**src/rtl/store_exec_pkg.sv**
```systemverilog
package store_exec_pkg;

  // ==========================================================
  // register map (byte addresses on the APB)
  localparam logic [7:0] OFS_CTRL       = 8'h00;
  localparam logic [7:0] OFS_STATUS     = 8'h04;
  localparam logic [7:0] OFS_IRQ_STAT   = 8'h08;
  localparam logic [7:0] OFS_IRQ_MASK   = 8'h0C;
  localparam logic [7:0] OFS_FAULT_ADDR = 8'h10;
  localparam logic [7:0] OFS_EXEC_COUNT = 8'h14;

  // ==========================================================
  // reset values and event bit positions
  localparam logic       CTRL_EN_RST    = 1'b1;
  localparam int         NUM_EV         = 6;
  localparam logic [5:0] IRQ_MASK_RST   = 6'h00;
  localparam int         EV_DONE        = 0;
  localparam int         EV_UNDEF       = 1;
  localparam int         EV_UNPRED      = 2;
  localparam int         EV_RELATED     = 3;
  localparam int         EV_PROT        = 4;
  localparam int         EV_BUS         = 5;

  // ==========================================================
  // encoding fields
  localparam logic [11:0] OP_BYTE_HI     = 12'hF80;
  localparam logic [3:0]  OP_UNPRIV_SEL  = 4'hE;
  localparam logic [5:0]  OP_BYTE_REG_Z  = 6'h00;
  localparam logic [6:0]  OP_DUAL_HI     = 7'h74;
  localparam logic [3:0]  REG_SP         = 4'hD;
  localparam logic [3:0]  REG_PC         = 4'hF;
  localparam logic [3:0]  REG_ALL_ONES   = 4'hF;
  localparam logic [31:0] DUAL_STEP      = 32'h0000_0004;
  localparam int          BYTE_MSB       = 7;

  // ==========================================================
  // types
  typedef enum logic [1:0] {
    SHIFT_LSL = 2'b00,
    SHIFT_LSR = 2'b01,
    SHIFT_ASR = 2'b10,
    SHIFT_ROR = 2'b11
  } shift_t;

  typedef enum logic [1:0] {
    OP_NONE        = 2'b00,
    OP_BYTE_REG    = 2'b01,
    OP_BYTE_UNPRIV = 2'b10,
    OP_DUAL        = 2'b11
  } op_t;

  typedef enum logic [1:0] {
    ST_IDLE   = 2'b00,
    ST_FIRST  = 2'b01,
    ST_SECOND = 2'b10
  } state_t;

  typedef struct packed {
    op_t         op;
    logic        undef;
    logic        unpred;
    logic        related;
    logic [3:0]  base_reg;
    logic [3:0]  source_reg;
    logic [3:0]  second_source_reg;
    logic [3:0]  offset_index_reg;
    shift_t      shift_type;
    logic [4:0]  shift_amt;
    logic [31:0] offset_ext;
    logic        index;
    logic        add;
    logic        wback;
  } decode_t;

  // bit order matches the event positions above
  typedef struct packed {
    logic bus;
    logic prot;
    logic related;
    logic unpred;
    logic undef;
    logic done;
  } result_t;

  typedef struct packed {
    logic        req;
    logic        unpriv;
    logic        word;
    logic [31:0] addr;
    logic [31:0] wdata;
  } mem_req_t;

  function automatic logic sp_or_pc(input logic [3:0] r);
    return (r == REG_SP) || (r == REG_PC);
  endfunction : sp_or_pc

endpackage : store_exec_pkg

```
**src/rtl/store_exec.sv**
```systemverilog
`timescale 1ns/1ps
module store_exec
  import store_exec_pkg::*;
(
  // clock, reset, enable
  input  wire logic        MCLK,
  input  wire logic        RST_N,
  input  wire logic        CE,
  // apb slave
  input  wire logic        PSEL,
  input  wire logic        PENABLE,
  input  wire logic        PWRITE,
  input  wire logic [7:0]  PADDR,
  input  wire logic [31:0] PWDATA,
  output logic      [31:0] PRDATA,
  output logic             PREADY,
  output logic             PSLVERR,
  // interrupt
  output logic             IRQ,
  // instruction issue
  input  wire logic        INSTR_VALID,
  output logic             INSTR_READY,
  input  wire logic [31:0] INSTR,
  input  wire logic        COND_PASS,
  input  wire logic        CARRY_FLAG,
  // register file read and writeback
  output logic      [3:0]  RF_ADDR_A,
  output logic      [3:0]  RF_ADDR_B,
  output logic      [3:0]  RF_ADDR_C,
  input  wire logic [31:0] RF_DATA_A,
  input  wire logic [31:0] RF_DATA_B,
  input  wire logic [31:0] RF_DATA_C,
  output logic             WB_EN,
  output logic      [3:0]  WB_REG,
  output logic      [31:0] WB_DATA,
  // memory write port
  output mem_req_t         MEM_OUT,
  input  wire logic        MEM_ACK,
  input  wire logic        MEM_PROT_FAULT,
  input  wire logic        MEM_BUS_FAULT,
  // completion
  output logic             DONE,
  output result_t          RESULT
);

  // ==========================================================
  // state record
  // st: sequencer position
  // mem: request shown to memory
  // dual: a second word is owed
  // second_data: latched at accept
  // wb_pend: base update owed
  // wb_addr: value for that update
  // res: result of last instruction
  // the register file may change in a
  // long memory wait, so operands are
  // latched once at accept
  typedef struct packed {
    state_t      st;
    mem_req_t    mem;
    logic        dual;
    logic [31:0] second_data;
    logic        wb_pend;
    logic [3:0]  wb_reg;
    logic [31:0] wb_addr;
    logic        wb_en;
    logic        done_p;
    result_t     res;
    logic        ctrl_en;
    logic [5:0]  irq_stat;
    logic [5:0]  irq_mask;
    logic [31:0] fault_addr;
    logic [31:0] exec_count;
    logic [31:0] prdata;
  } core_state_t;

  core_state_t s_r;
  core_state_t s_nxt;
  decode_t     dec;
  logic [31:0] shifted;
  logic [31:0] offset_addr;
  logic [31:0] access_addr;
  logic        accept;
  logic        apb_setup;
  logic        apb_write;
  logic [5:0]  ev;
  logic [5:0]  w1c;

  // ==========================================================
  // bus address decode for the error answer; the read mux decodes the offset in its own case
  // unmapped offsets error and read zero;
  // writes there are dropped
  function automatic logic reg_hit(input logic [7:0] a);
    case (a)
      OFS_CTRL, OFS_STATUS, OFS_IRQ_STAT,
      OFS_IRQ_MASK, OFS_FAULT_ADDR, OFS_EXEC_COUNT: return 1'b1;
      default: return 1'b0;
    endcase
  endfunction : reg_hit

  function automatic logic [31:0] read_mux(input core_state_t s, input logic [7:0] a);
    case (a)
      OFS_CTRL:       return {31'h0000_0000, s.ctrl_en};
      OFS_STATUS:     return {24'h00_0000, s.st != ST_IDLE, s.wb_pend, s.res};
      OFS_IRQ_STAT:   return {26'h000_0000, s.irq_stat};
      OFS_IRQ_MASK:   return {26'h000_0000, s.irq_mask};
      OFS_FAULT_ADDR: return s.fault_addr;
      OFS_EXEC_COUNT: return s.exec_count;
      default:        return 32'h0000_0000;
    endcase
  endfunction : read_mux

  // ==========================================================
  // decode and operand paths
  // decode is combinational from the
  // offered word, so fields are valid
  // in the cycle of acceptance
  store_decoder u_decoder (
    .instr (INSTR),
    .dec   (dec)
  );

  // offset register through the shifter, carry feeds rotate
  offset_shifter u_shifter (
    .value      (RF_DATA_C),
    .shift_type (dec.shift_type),
    .amount     (dec.shift_amt),
    .carry_in   (CARRY_FLAG),
    .result     (shifted)
  );

  // register numbers go straight to the register file
  // port c serves the dual second source
  // or the byte store offset register;
  // only one of them is live at a time
  assign RF_ADDR_A = dec.base_reg;
  assign RF_ADDR_B = dec.source_reg;
  assign RF_ADDR_C = (dec.op == OP_DUAL) ? dec.second_source_reg : dec.offset_index_reg;

  // add or subtract the scaled offset, index picks the address
  assign offset_addr = dec.add ? (RF_DATA_A + dec.offset_ext)
                               : (RF_DATA_A - dec.offset_ext);
  assign access_addr = dec.index ? offset_addr : RF_DATA_A;
  // both sums form every cycle; the
  // subtraction wraps like register math
  // post-indexed forms write back the
  // offset address, not the access one

  // ==========================================================
  // handshakes
  // issue refused while busy, while
  // switched off, or while enable is low
  // the bus never waits while running,
  // so ready mirrors the enable; a low
  // enable stretches the access phase
  assign INSTR_READY = CE && s_r.ctrl_en && (s_r.st == ST_IDLE);
  assign accept      = INSTR_VALID && INSTR_READY;
  assign apb_setup   = PSEL && !PENABLE;
  assign apb_write   = PSEL && PENABLE && PWRITE && CE;
  assign PREADY      = CE; // no wait states while running
  assign PSLVERR     = PSEL && PENABLE && !reg_hit(PADDR);
  assign w1c         = (apb_write && (PADDR == OFS_IRQ_STAT)) ? PWDATA[5:0] : 6'h00;

  // ==========================================================
  // next state
  // one copy of the state is filled here;
  // pulses clear by default, last a cycle
  always_comb begin
    s_nxt        = s_r;
    s_nxt.done_p = 1'b0;
    s_nxt.wb_en  = 1'b0;
    ev           = 6'h00;
    case (s_r.st)
      // checks run in fixed priority; a
      // refused, skipped or flagged form
      // ends in one cycle and never
      // touches memory or the base
      ST_IDLE: begin
        if (accept) begin
          s_nxt.res      = '0;
          s_nxt.res.done = 1'b1;
          s_nxt.dual     = (dec.op == OP_DUAL);
          s_nxt.wb_pend  = 1'b0;
          s_nxt.mem      = '0;
          if (dec.related) begin
            s_nxt.res.related = 1'b1;
            s_nxt.done_p      = 1'b1;
          end else if (dec.undef) begin
            s_nxt.res.undef = 1'b1;
            s_nxt.done_p    = 1'b1;
          end else if (!COND_PASS) begin
            s_nxt.done_p = 1'b1;
          end else if (dec.unpred) begin
            // unpredictable forms are flagged and not carried out
            s_nxt.res.unpred = 1'b1;
            s_nxt.done_p     = 1'b1;
          end else begin
            s_nxt.st      = ST_FIRST;
            s_nxt.mem.req = 1'b1;
            // latched now; memory sees them
            // from the next cycle on
            case (dec.op)
              OP_BYTE_REG: begin
                s_nxt.mem.addr  = RF_DATA_A + shifted;
                s_nxt.mem.wdata = {24'h00_0000, RF_DATA_B[BYTE_MSB:0]};
              end
              OP_BYTE_UNPRIV: begin
                s_nxt.mem.addr   = RF_DATA_A + dec.offset_ext;
                s_nxt.mem.wdata  = {24'h00_0000, RF_DATA_B[BYTE_MSB:0]};
                s_nxt.mem.unpriv = 1'b1;
              end
              OP_DUAL: begin
                s_nxt.mem.addr    = access_addr;
                s_nxt.mem.wdata   = RF_DATA_B;
                s_nxt.mem.word    = 1'b1;
                s_nxt.second_data = RF_DATA_C;
                s_nxt.wb_pend     = dec.wback;
                s_nxt.wb_reg      = dec.base_reg;
                s_nxt.wb_addr     = offset_addr;
              end
              default: begin
                s_nxt.st      = ST_IDLE;
                s_nxt.mem.req = 1'b0;
              end
            endcase
          end
        end
      end
      ST_FIRST, ST_SECOND: begin
        // request held stable until the memory answers
        // a fault on either word skips the
        // rest, base update included, so the
        // base changes only after both stores
        // the counter sees clean completions
        if (MEM_ACK) begin
          if (MEM_PROT_FAULT || MEM_BUS_FAULT) begin
            // a rejected write abandons the rest, base untouched
            s_nxt.res.prot   = MEM_PROT_FAULT;
            s_nxt.res.bus    = MEM_BUS_FAULT;
            s_nxt.fault_addr = s_r.mem.addr;
            s_nxt.mem.req    = 1'b0;
            s_nxt.st         = ST_IDLE;
            s_nxt.done_p     = 1'b1;
          end else if (s_r.st == ST_FIRST && s_r.dual) begin
            s_nxt.mem.addr  = s_r.mem.addr + DUAL_STEP;
            s_nxt.mem.wdata = s_r.second_data;
            s_nxt.st        = ST_SECOND;
          end else begin
            s_nxt.wb_en      = s_r.wb_pend;
            s_nxt.mem.req    = 1'b0;
            s_nxt.st         = ST_IDLE;
            s_nxt.done_p     = 1'b1;
            s_nxt.exec_count = s_r.exec_count + 32'h0000_0001;
          end
        end
      end
      default: begin
        s_nxt.st      = ST_IDLE;
        s_nxt.mem.req = 1'b0;
      end
    endcase

    // every completion raises its flags as events
    // done is always one of them, so it
    // can give one interrupt per store
    if (s_nxt.done_p) begin
      ev = s_nxt.res;
    end

    // register writes; a new event beats a clear in the same cycle
    if (apb_write && (PADDR == OFS_CTRL)) begin
      s_nxt.ctrl_en = PWDATA[0];
    end
    if (apb_write && (PADDR == OFS_IRQ_MASK)) begin
      s_nxt.irq_mask = PWDATA[5:0];
    end
    s_nxt.irq_stat = (s_r.irq_stat & ~w1c) | ev;

    // read data captured in the setup phase, shown in the access phase
    // early capture keeps reads off the
    // ready path; the cost is a view one
    // cycle older than the access phase
    if (apb_setup) begin
      s_nxt.prdata = read_mux(s_r, PADDR);
    end
  end

  // ==========================================================
  // single state register, frozen while the enable is low
  // reset clears all but the enable,
  // which comes up on, so stores issue
  // with no software setup
  // a low enable holds every flag and
  // request: a wait is just stretched
  always_ff @(posedge MCLK or negedge RST_N) begin
    if (!RST_N) begin
      s_r          <= '0;
      s_r.ctrl_en  <= CTRL_EN_RST;
      s_r.irq_mask <= IRQ_MASK_RST;
    end else if (CE) begin
      s_r <= s_nxt;
    end
  end

  // ==========================================================
  // outputs
  // data outputs come from the state
  // register; only handshake, error answers
  // and register file addresses are combinational
  // writeback data is the offset address
  // latched at accept
  assign PRDATA  = s_r.prdata;
  assign IRQ     = |(s_r.irq_stat & s_r.irq_mask);
  assign MEM_OUT = s_r.mem;
  assign WB_EN   = s_r.wb_en;
  assign WB_REG  = s_r.wb_reg;
  assign WB_DATA = s_r.wb_addr;
  assign DONE    = s_r.done_p;
  assign RESULT  = s_r.res;

endmodule : store_exec

```
**src/rtl/offset_shifter.sv**
```systemverilog
`timescale 1ns/1ps
module offset_shifter
  import store_exec_pkg::*;
(
  // operand
  input  wire logic [31:0] value,
  input  wire shift_t      shift_type,
  input  wire logic [4:0]  amount,
  input  wire logic        carry_in,
  // result
  output logic      [31:0] result
);

  logic [63:0] doubled;

  // ==========================================================
  // rotate via a doubled word, so one path covers ror
  assign doubled = {value, value} >> amount;

  // amount zero on ror means rotate through carry
  always_comb begin
    case (shift_type)
      SHIFT_LSL: result = value << amount;
      SHIFT_LSR: result = value >> amount;
      SHIFT_ASR: result = 32'($signed(value) >>> amount);
      SHIFT_ROR: result = (amount == 5'h0) ? {carry_in, value[31:1]} : doubled[31:0];
      default:   result = value;
    endcase
  end

endmodule : offset_shifter

```
**src/rtl/store_decoder.sv**
```systemverilog
`timescale 1ns/1ps
module store_decoder
  import store_exec_pkg::*;
(
  // instruction word, first halfword in the upper bits
  input  wire logic [31:0] instr,
  // decoded fields
  output decode_t          dec
);

  logic is_byte_reg;
  logic is_unpriv;
  logic is_dual;

  // ==========================================================
  // opcode match
  assign is_byte_reg = (instr[31:20] == OP_BYTE_HI) && (instr[11:6] == OP_BYTE_REG_Z);
  assign is_unpriv   = (instr[31:20] == OP_BYTE_HI) && (instr[11:8] == OP_UNPRIV_SEL);
  assign is_dual     = (instr[31:25] == OP_DUAL_HI) && instr[22] && !instr[20];

  // field extraction and encoding checks
  always_comb begin
    dec                   = '0;
    dec.base_reg          = instr[19:16];
    dec.source_reg        = instr[15:12];
    dec.second_source_reg = instr[11:8];
    dec.offset_index_reg  = instr[3:0];
    dec.shift_type        = SHIFT_LSL;
    dec.index             = 1'b1;
    dec.add               = 1'b1;
    if (is_byte_reg) begin
      dec.op        = OP_BYTE_REG;
      dec.shift_amt = {3'h0, instr[5:4]};
      dec.undef     = (instr[19:16] == REG_ALL_ONES);
      dec.unpred    = sp_or_pc(instr[15:12]) || sp_or_pc(instr[3:0]);
    end else if (is_unpriv) begin
      dec.op         = OP_BYTE_UNPRIV;
      dec.offset_ext = {24'h00_0000, instr[7:0]};
      dec.undef      = (instr[19:16] == REG_ALL_ONES);
      dec.unpred     = sp_or_pc(instr[15:12]);
    end else if (is_dual) begin
      dec.op         = OP_DUAL;
      dec.related    = !instr[24] && !instr[21];
      dec.offset_ext = {22'h00_0000, instr[7:0], 2'b00};
      dec.index      = instr[24];
      dec.add        = instr[23];
      dec.wback      = instr[21];
      dec.unpred     = (instr[21] && ((instr[19:16] == instr[15:12]) ||
                                      (instr[19:16] == instr[11:8]))) ||
                       (instr[19:16] == REG_PC) || sp_or_pc(instr[15:12]) ||
                       sp_or_pc(instr[11:8]);
    end else begin
      dec.undef = 1'b1;
    end
  end

endmodule : store_decoder

```
**config.mk**
```make
export PLATFORM = sky130hd
export DESIGN_NAME = store_exec
export DESIGN_NICKNAME = d
export VERILOG_FILES = /design/src/rtl/store_exec_pkg.sv /design/src/rtl/store_exec.sv /design/src/rtl/offset_shifter.sv /design/src/rtl/store_decoder.sv
export SDC_FILE = /design/constraint.sdc
export NUM_CORES = 1
export LEC_CHECK = 0
export BUFFER_PORTS_ARGS = -buffer_cell sky130_fd_sc_hd__buf_2
export CORE_MARGIN = 2
export CORE_UTILIZATION = 45
export DETAILED_ROUTE_END_ITERATION = 8
export PLACE_DENSITY = 0.67
export SLEW_MARGIN = 20
export SYNTH_ARGS = -nofsm -noshare
export SYNTH_HDL_FRONTEND = slang
export SYNTH_SLANG_ARGS = --single-unit
```
**constraint.sdc**
```tcl
create_clock -name MCLK -period 4.1 [get_ports MCLK]
set_input_delay 0.41 -clock MCLK [delete_from_list [all_inputs] [get_ports MCLK]]
set_output_delay 0.41 -clock MCLK [all_outputs]
set_load 0.01 [all_outputs]
```
==> impl_metrics.tcl <==
set metrics [dict create \
    placed_area_um2 21180 \
    synthesis.area_um2 18450 \
    min_period_ns 4.018 \
    placed_cells 2942 \
    cp-start-kind "primary input" \
    synth-seq-area-share_pct 34.73 \
    utilization_pct 54.91 \
    met1Wirelength_um 26930 \
    pin_count 339 \
    rsz0062_at_grt "yes" \
    slowest_stage "or3_4" \
    clkTransAtPathRegs_ns 0.06 \
    coreArea_um2 40650 \
    drc 0 \
    tightest_slew_ns 0.9323 \
    max_freq_ghz 0.2489 \
    relSlewSlack_pct 37.85 \
    synth_top_area_share_pct 34.59 \
    max_stage_delay_ns 0.39 \
    p_per_area_nw_per_um2 282.1 \
    dominantRegCellSynth "dfrtp_1" \
    synthTopCellsByArea "dfrtp_1 35%, buf_4 6.1%, o21ai_0 5.2%, nand2_1 5.1%, mux2_2 4.9%" \
    instances_no_fill 3009 \
    yosysTopAreaCell "dfrtp_1" \
    top_layer "met5" \
    cap_viol_max_count 0 \
    holdWs_ns 0.1100 \
    period_share_pct 98.00 \
    num_rows 74 \
    cts-root-buf "clkbuf_16" \
    clock_latency_ns 0.56 \
    setup_ws_ns 0.08188 \
    setup_viol 0 \
    num-fill-cells 3846 \
    grt_overflow_total 0 \
    drive_gt1_share_pct 31.10 \
    hold_path_class "in -> reg" \
    initial_core_util_pct 45.39 \
    drt-initial-drc-count 1274 \
    wirelength_um 64570 \
    fin_nets 2690 \
    wl_per_cell_um 21.46 \
    total_power_mw 6.297 \
    vdd_drop_max_mv 0.3400 \
    dr_wl_met2_um 30840 \
    grt_max_degree 116 \
    synth_cell_types 83 \
    route.met3.wl_um 4248 \
    p_leak_nw 11.02 \
    avgSynthCellArea_um2 8.731 \
    syn_nets 2352 \
    ant_nets 0 \
    grt_pass1_wl_um 97410 \
    numPortBuffers 311 \
    finClkSkew_ns 0.01850 \
    num_vias 17410 \
    path_class "in -> reg" \
    synthArstFlopShare_pct 100.0 \
    dr.pass1.iters 6 \
    htreeDepth 1 \
    dieHeight_um 206.5 \
    synth_edf_count 0 \
    cts.sinks 256 \
    crit_path_end_kind "register" \
    hold_viol_final 0 \
    clk_path_buf_depth 3 \
    seq_area_um2 6407 \
    reg2reg_slack_ns 0.88 \
    dp_hpwl_um 50450 \
    cts_tree "done" \
    vias_per_cell 5.786 \
    crit_top_cell "buf_4" \
    synth_commonest_cells "255 x dfrtp_1, 249 x nand2_1, 190 x o21ai_0" \
    syn_to_final_growth_pct 20.99 \
    synth_warnings 0 \
    design_area_um2 22320 \
    multi_input_area_um2 10470 \
    numCtsBuffers 29 \
    gp_congestion 0.9822 \
    crit_fanout 6 \
    setup_tns_ns 0 \
    synth_most_common_cell "dfrtp_1" \
    syn_inst 2113 \
    grt_pass1_vias 16810 \
    die_area_um2 42630 \
    grt_use_total_pct 29.59 \
    run_status "finished, final reports clean" \
    die_w_um 206.5 \
    path_cells "buf_6 -> or3_4 -> nor4bb_4 -> buf_4 -> and2_4 -> nand2_8 -> and3_4 -> ha_4 -> fa_2 -> a211oi_2 -> o21bai_2 -> a221oi_2 -> buf_4 -> o211ai_1 -> buf_4 -> a221o_1 -> a21oi_2 -> xnor2_1 -> nand3_1 -> o211ai_1" \
    critPathArrivalTime_ns 4.48 \
    slew_violations 0 \
    synth_seq_cells 256 \
    crit_required_ns 4.56 \
    antenna_found_initial 12 \
    dp_slack_ns -0.5514 \
]
## cell type report
class	count	share of cell area [%]
inverter	49	0.8240
tap	532	2.982
sequential	256	28.71
clock inverter	13	0.5830
clock buffer	40	3.661
multi-input combinational	1537	46.92
antenna	4	0.04485
timing repair buffer	578	16.28
## power breakdown
| group | switching, mW | internal (mW) | total (mW) |
|---|---|---|---|
| clock network | 1.07 | 1.52 | 2.59 |
| registers | 0.0552 | 2.57 | 2.63 |
| logic | 0.621 | 0.458 | 1.08 |
| total | 1.75 | 4.55 | 6.30 |
## repair_timing
action,in CTS,in global routing
endpoints found under the setup margin,0,28
setup buffers,0,8
endpoints found under the hold margin,19,0
hold buffers,1,0
gates resized for setup,0,24
## state kept, by name (all words and copies together), names as in the netlist
name / flops
RESULT: 6
WB_EN: 1
s_r: 113
WB_DATA: 32
WB_REG: 4
DONE: 1
PRDATA: 32
MEM_OUT: 67
## routing by layer
| metal | up-vias | track usage (%) |
|---|---|---|
| met1 | 8387 | 38.38 |
| met3 | 147 | 4.604 |
| met4 | 14 | 10.31 |
| met2 | 648 | 49.98 |
| li1 | 8214 | - |
| met5 | - | 0 |
## cell usage in the layout (no fill, tap or decap), drive strengths merged, types with 9 or more instances in the layout
master	netlist	final
buf	180	577
dfrtp	255	255
nand2	249	250
o21ai	191	191
a21oi	108	108
nor2	103	103
mux2	81	81
mux2i	80	80
xnor2	78	78
a22oi	64	64
nand3	61	61
ha	56	56
inv	48	48
nor3	40	40
clkbuf	92	40
xor2	36	36
and3	33	33
nor3b	32	32
a21o	30	30
nand4	23	23
a221oi	20	20
a211oi	18	18
and2	17	17
a31oi	15	15
o211ai	14	14
nor2b	13	13
nor4	12	12
o31ai	12	12
o21bai	10	10
nand2b	9	9
clkinv	1	9
## path summary, 6_finish.rpt
| path | end | depth (start not counted) | from |
|---|---|---|---|
| worst min register to register | PRDATA[3] | 2 | PRDATA[3] |
| min in group asynchronous | PRDATA[0] | 2 | RST_N |
| worst max-delay path | MEM_OUT[54] | 20 | INSTR[26] |
| max in group asynchronous | s_r[79] | 3 | RST_N |
| worst min-delay path | s_r[100] | 2 | PWDATA[4] |
| worst max register to register | s_r[61] | 11 | s_r[254] |
## logic make-up after synthesis
kind of cell	count (synthesis)	synth area share, %
simple gates	628	16.59
flops	256	34.73
buf+inv	321	9.767
fa+ha+maj	59	4.124
compound gates	574	20.09
xor+xnor	114	5.412
mux	161	9.285
## critical path: cells and delay by family
family	cells	cell delay, ns
buf+inv	4	0.63
xor+xnor	1	0.20
simple gates	6	1.30
fa+ha+maj	2	0.52
compound gates	7	1.42
Power figures use the tool's default switching activity.
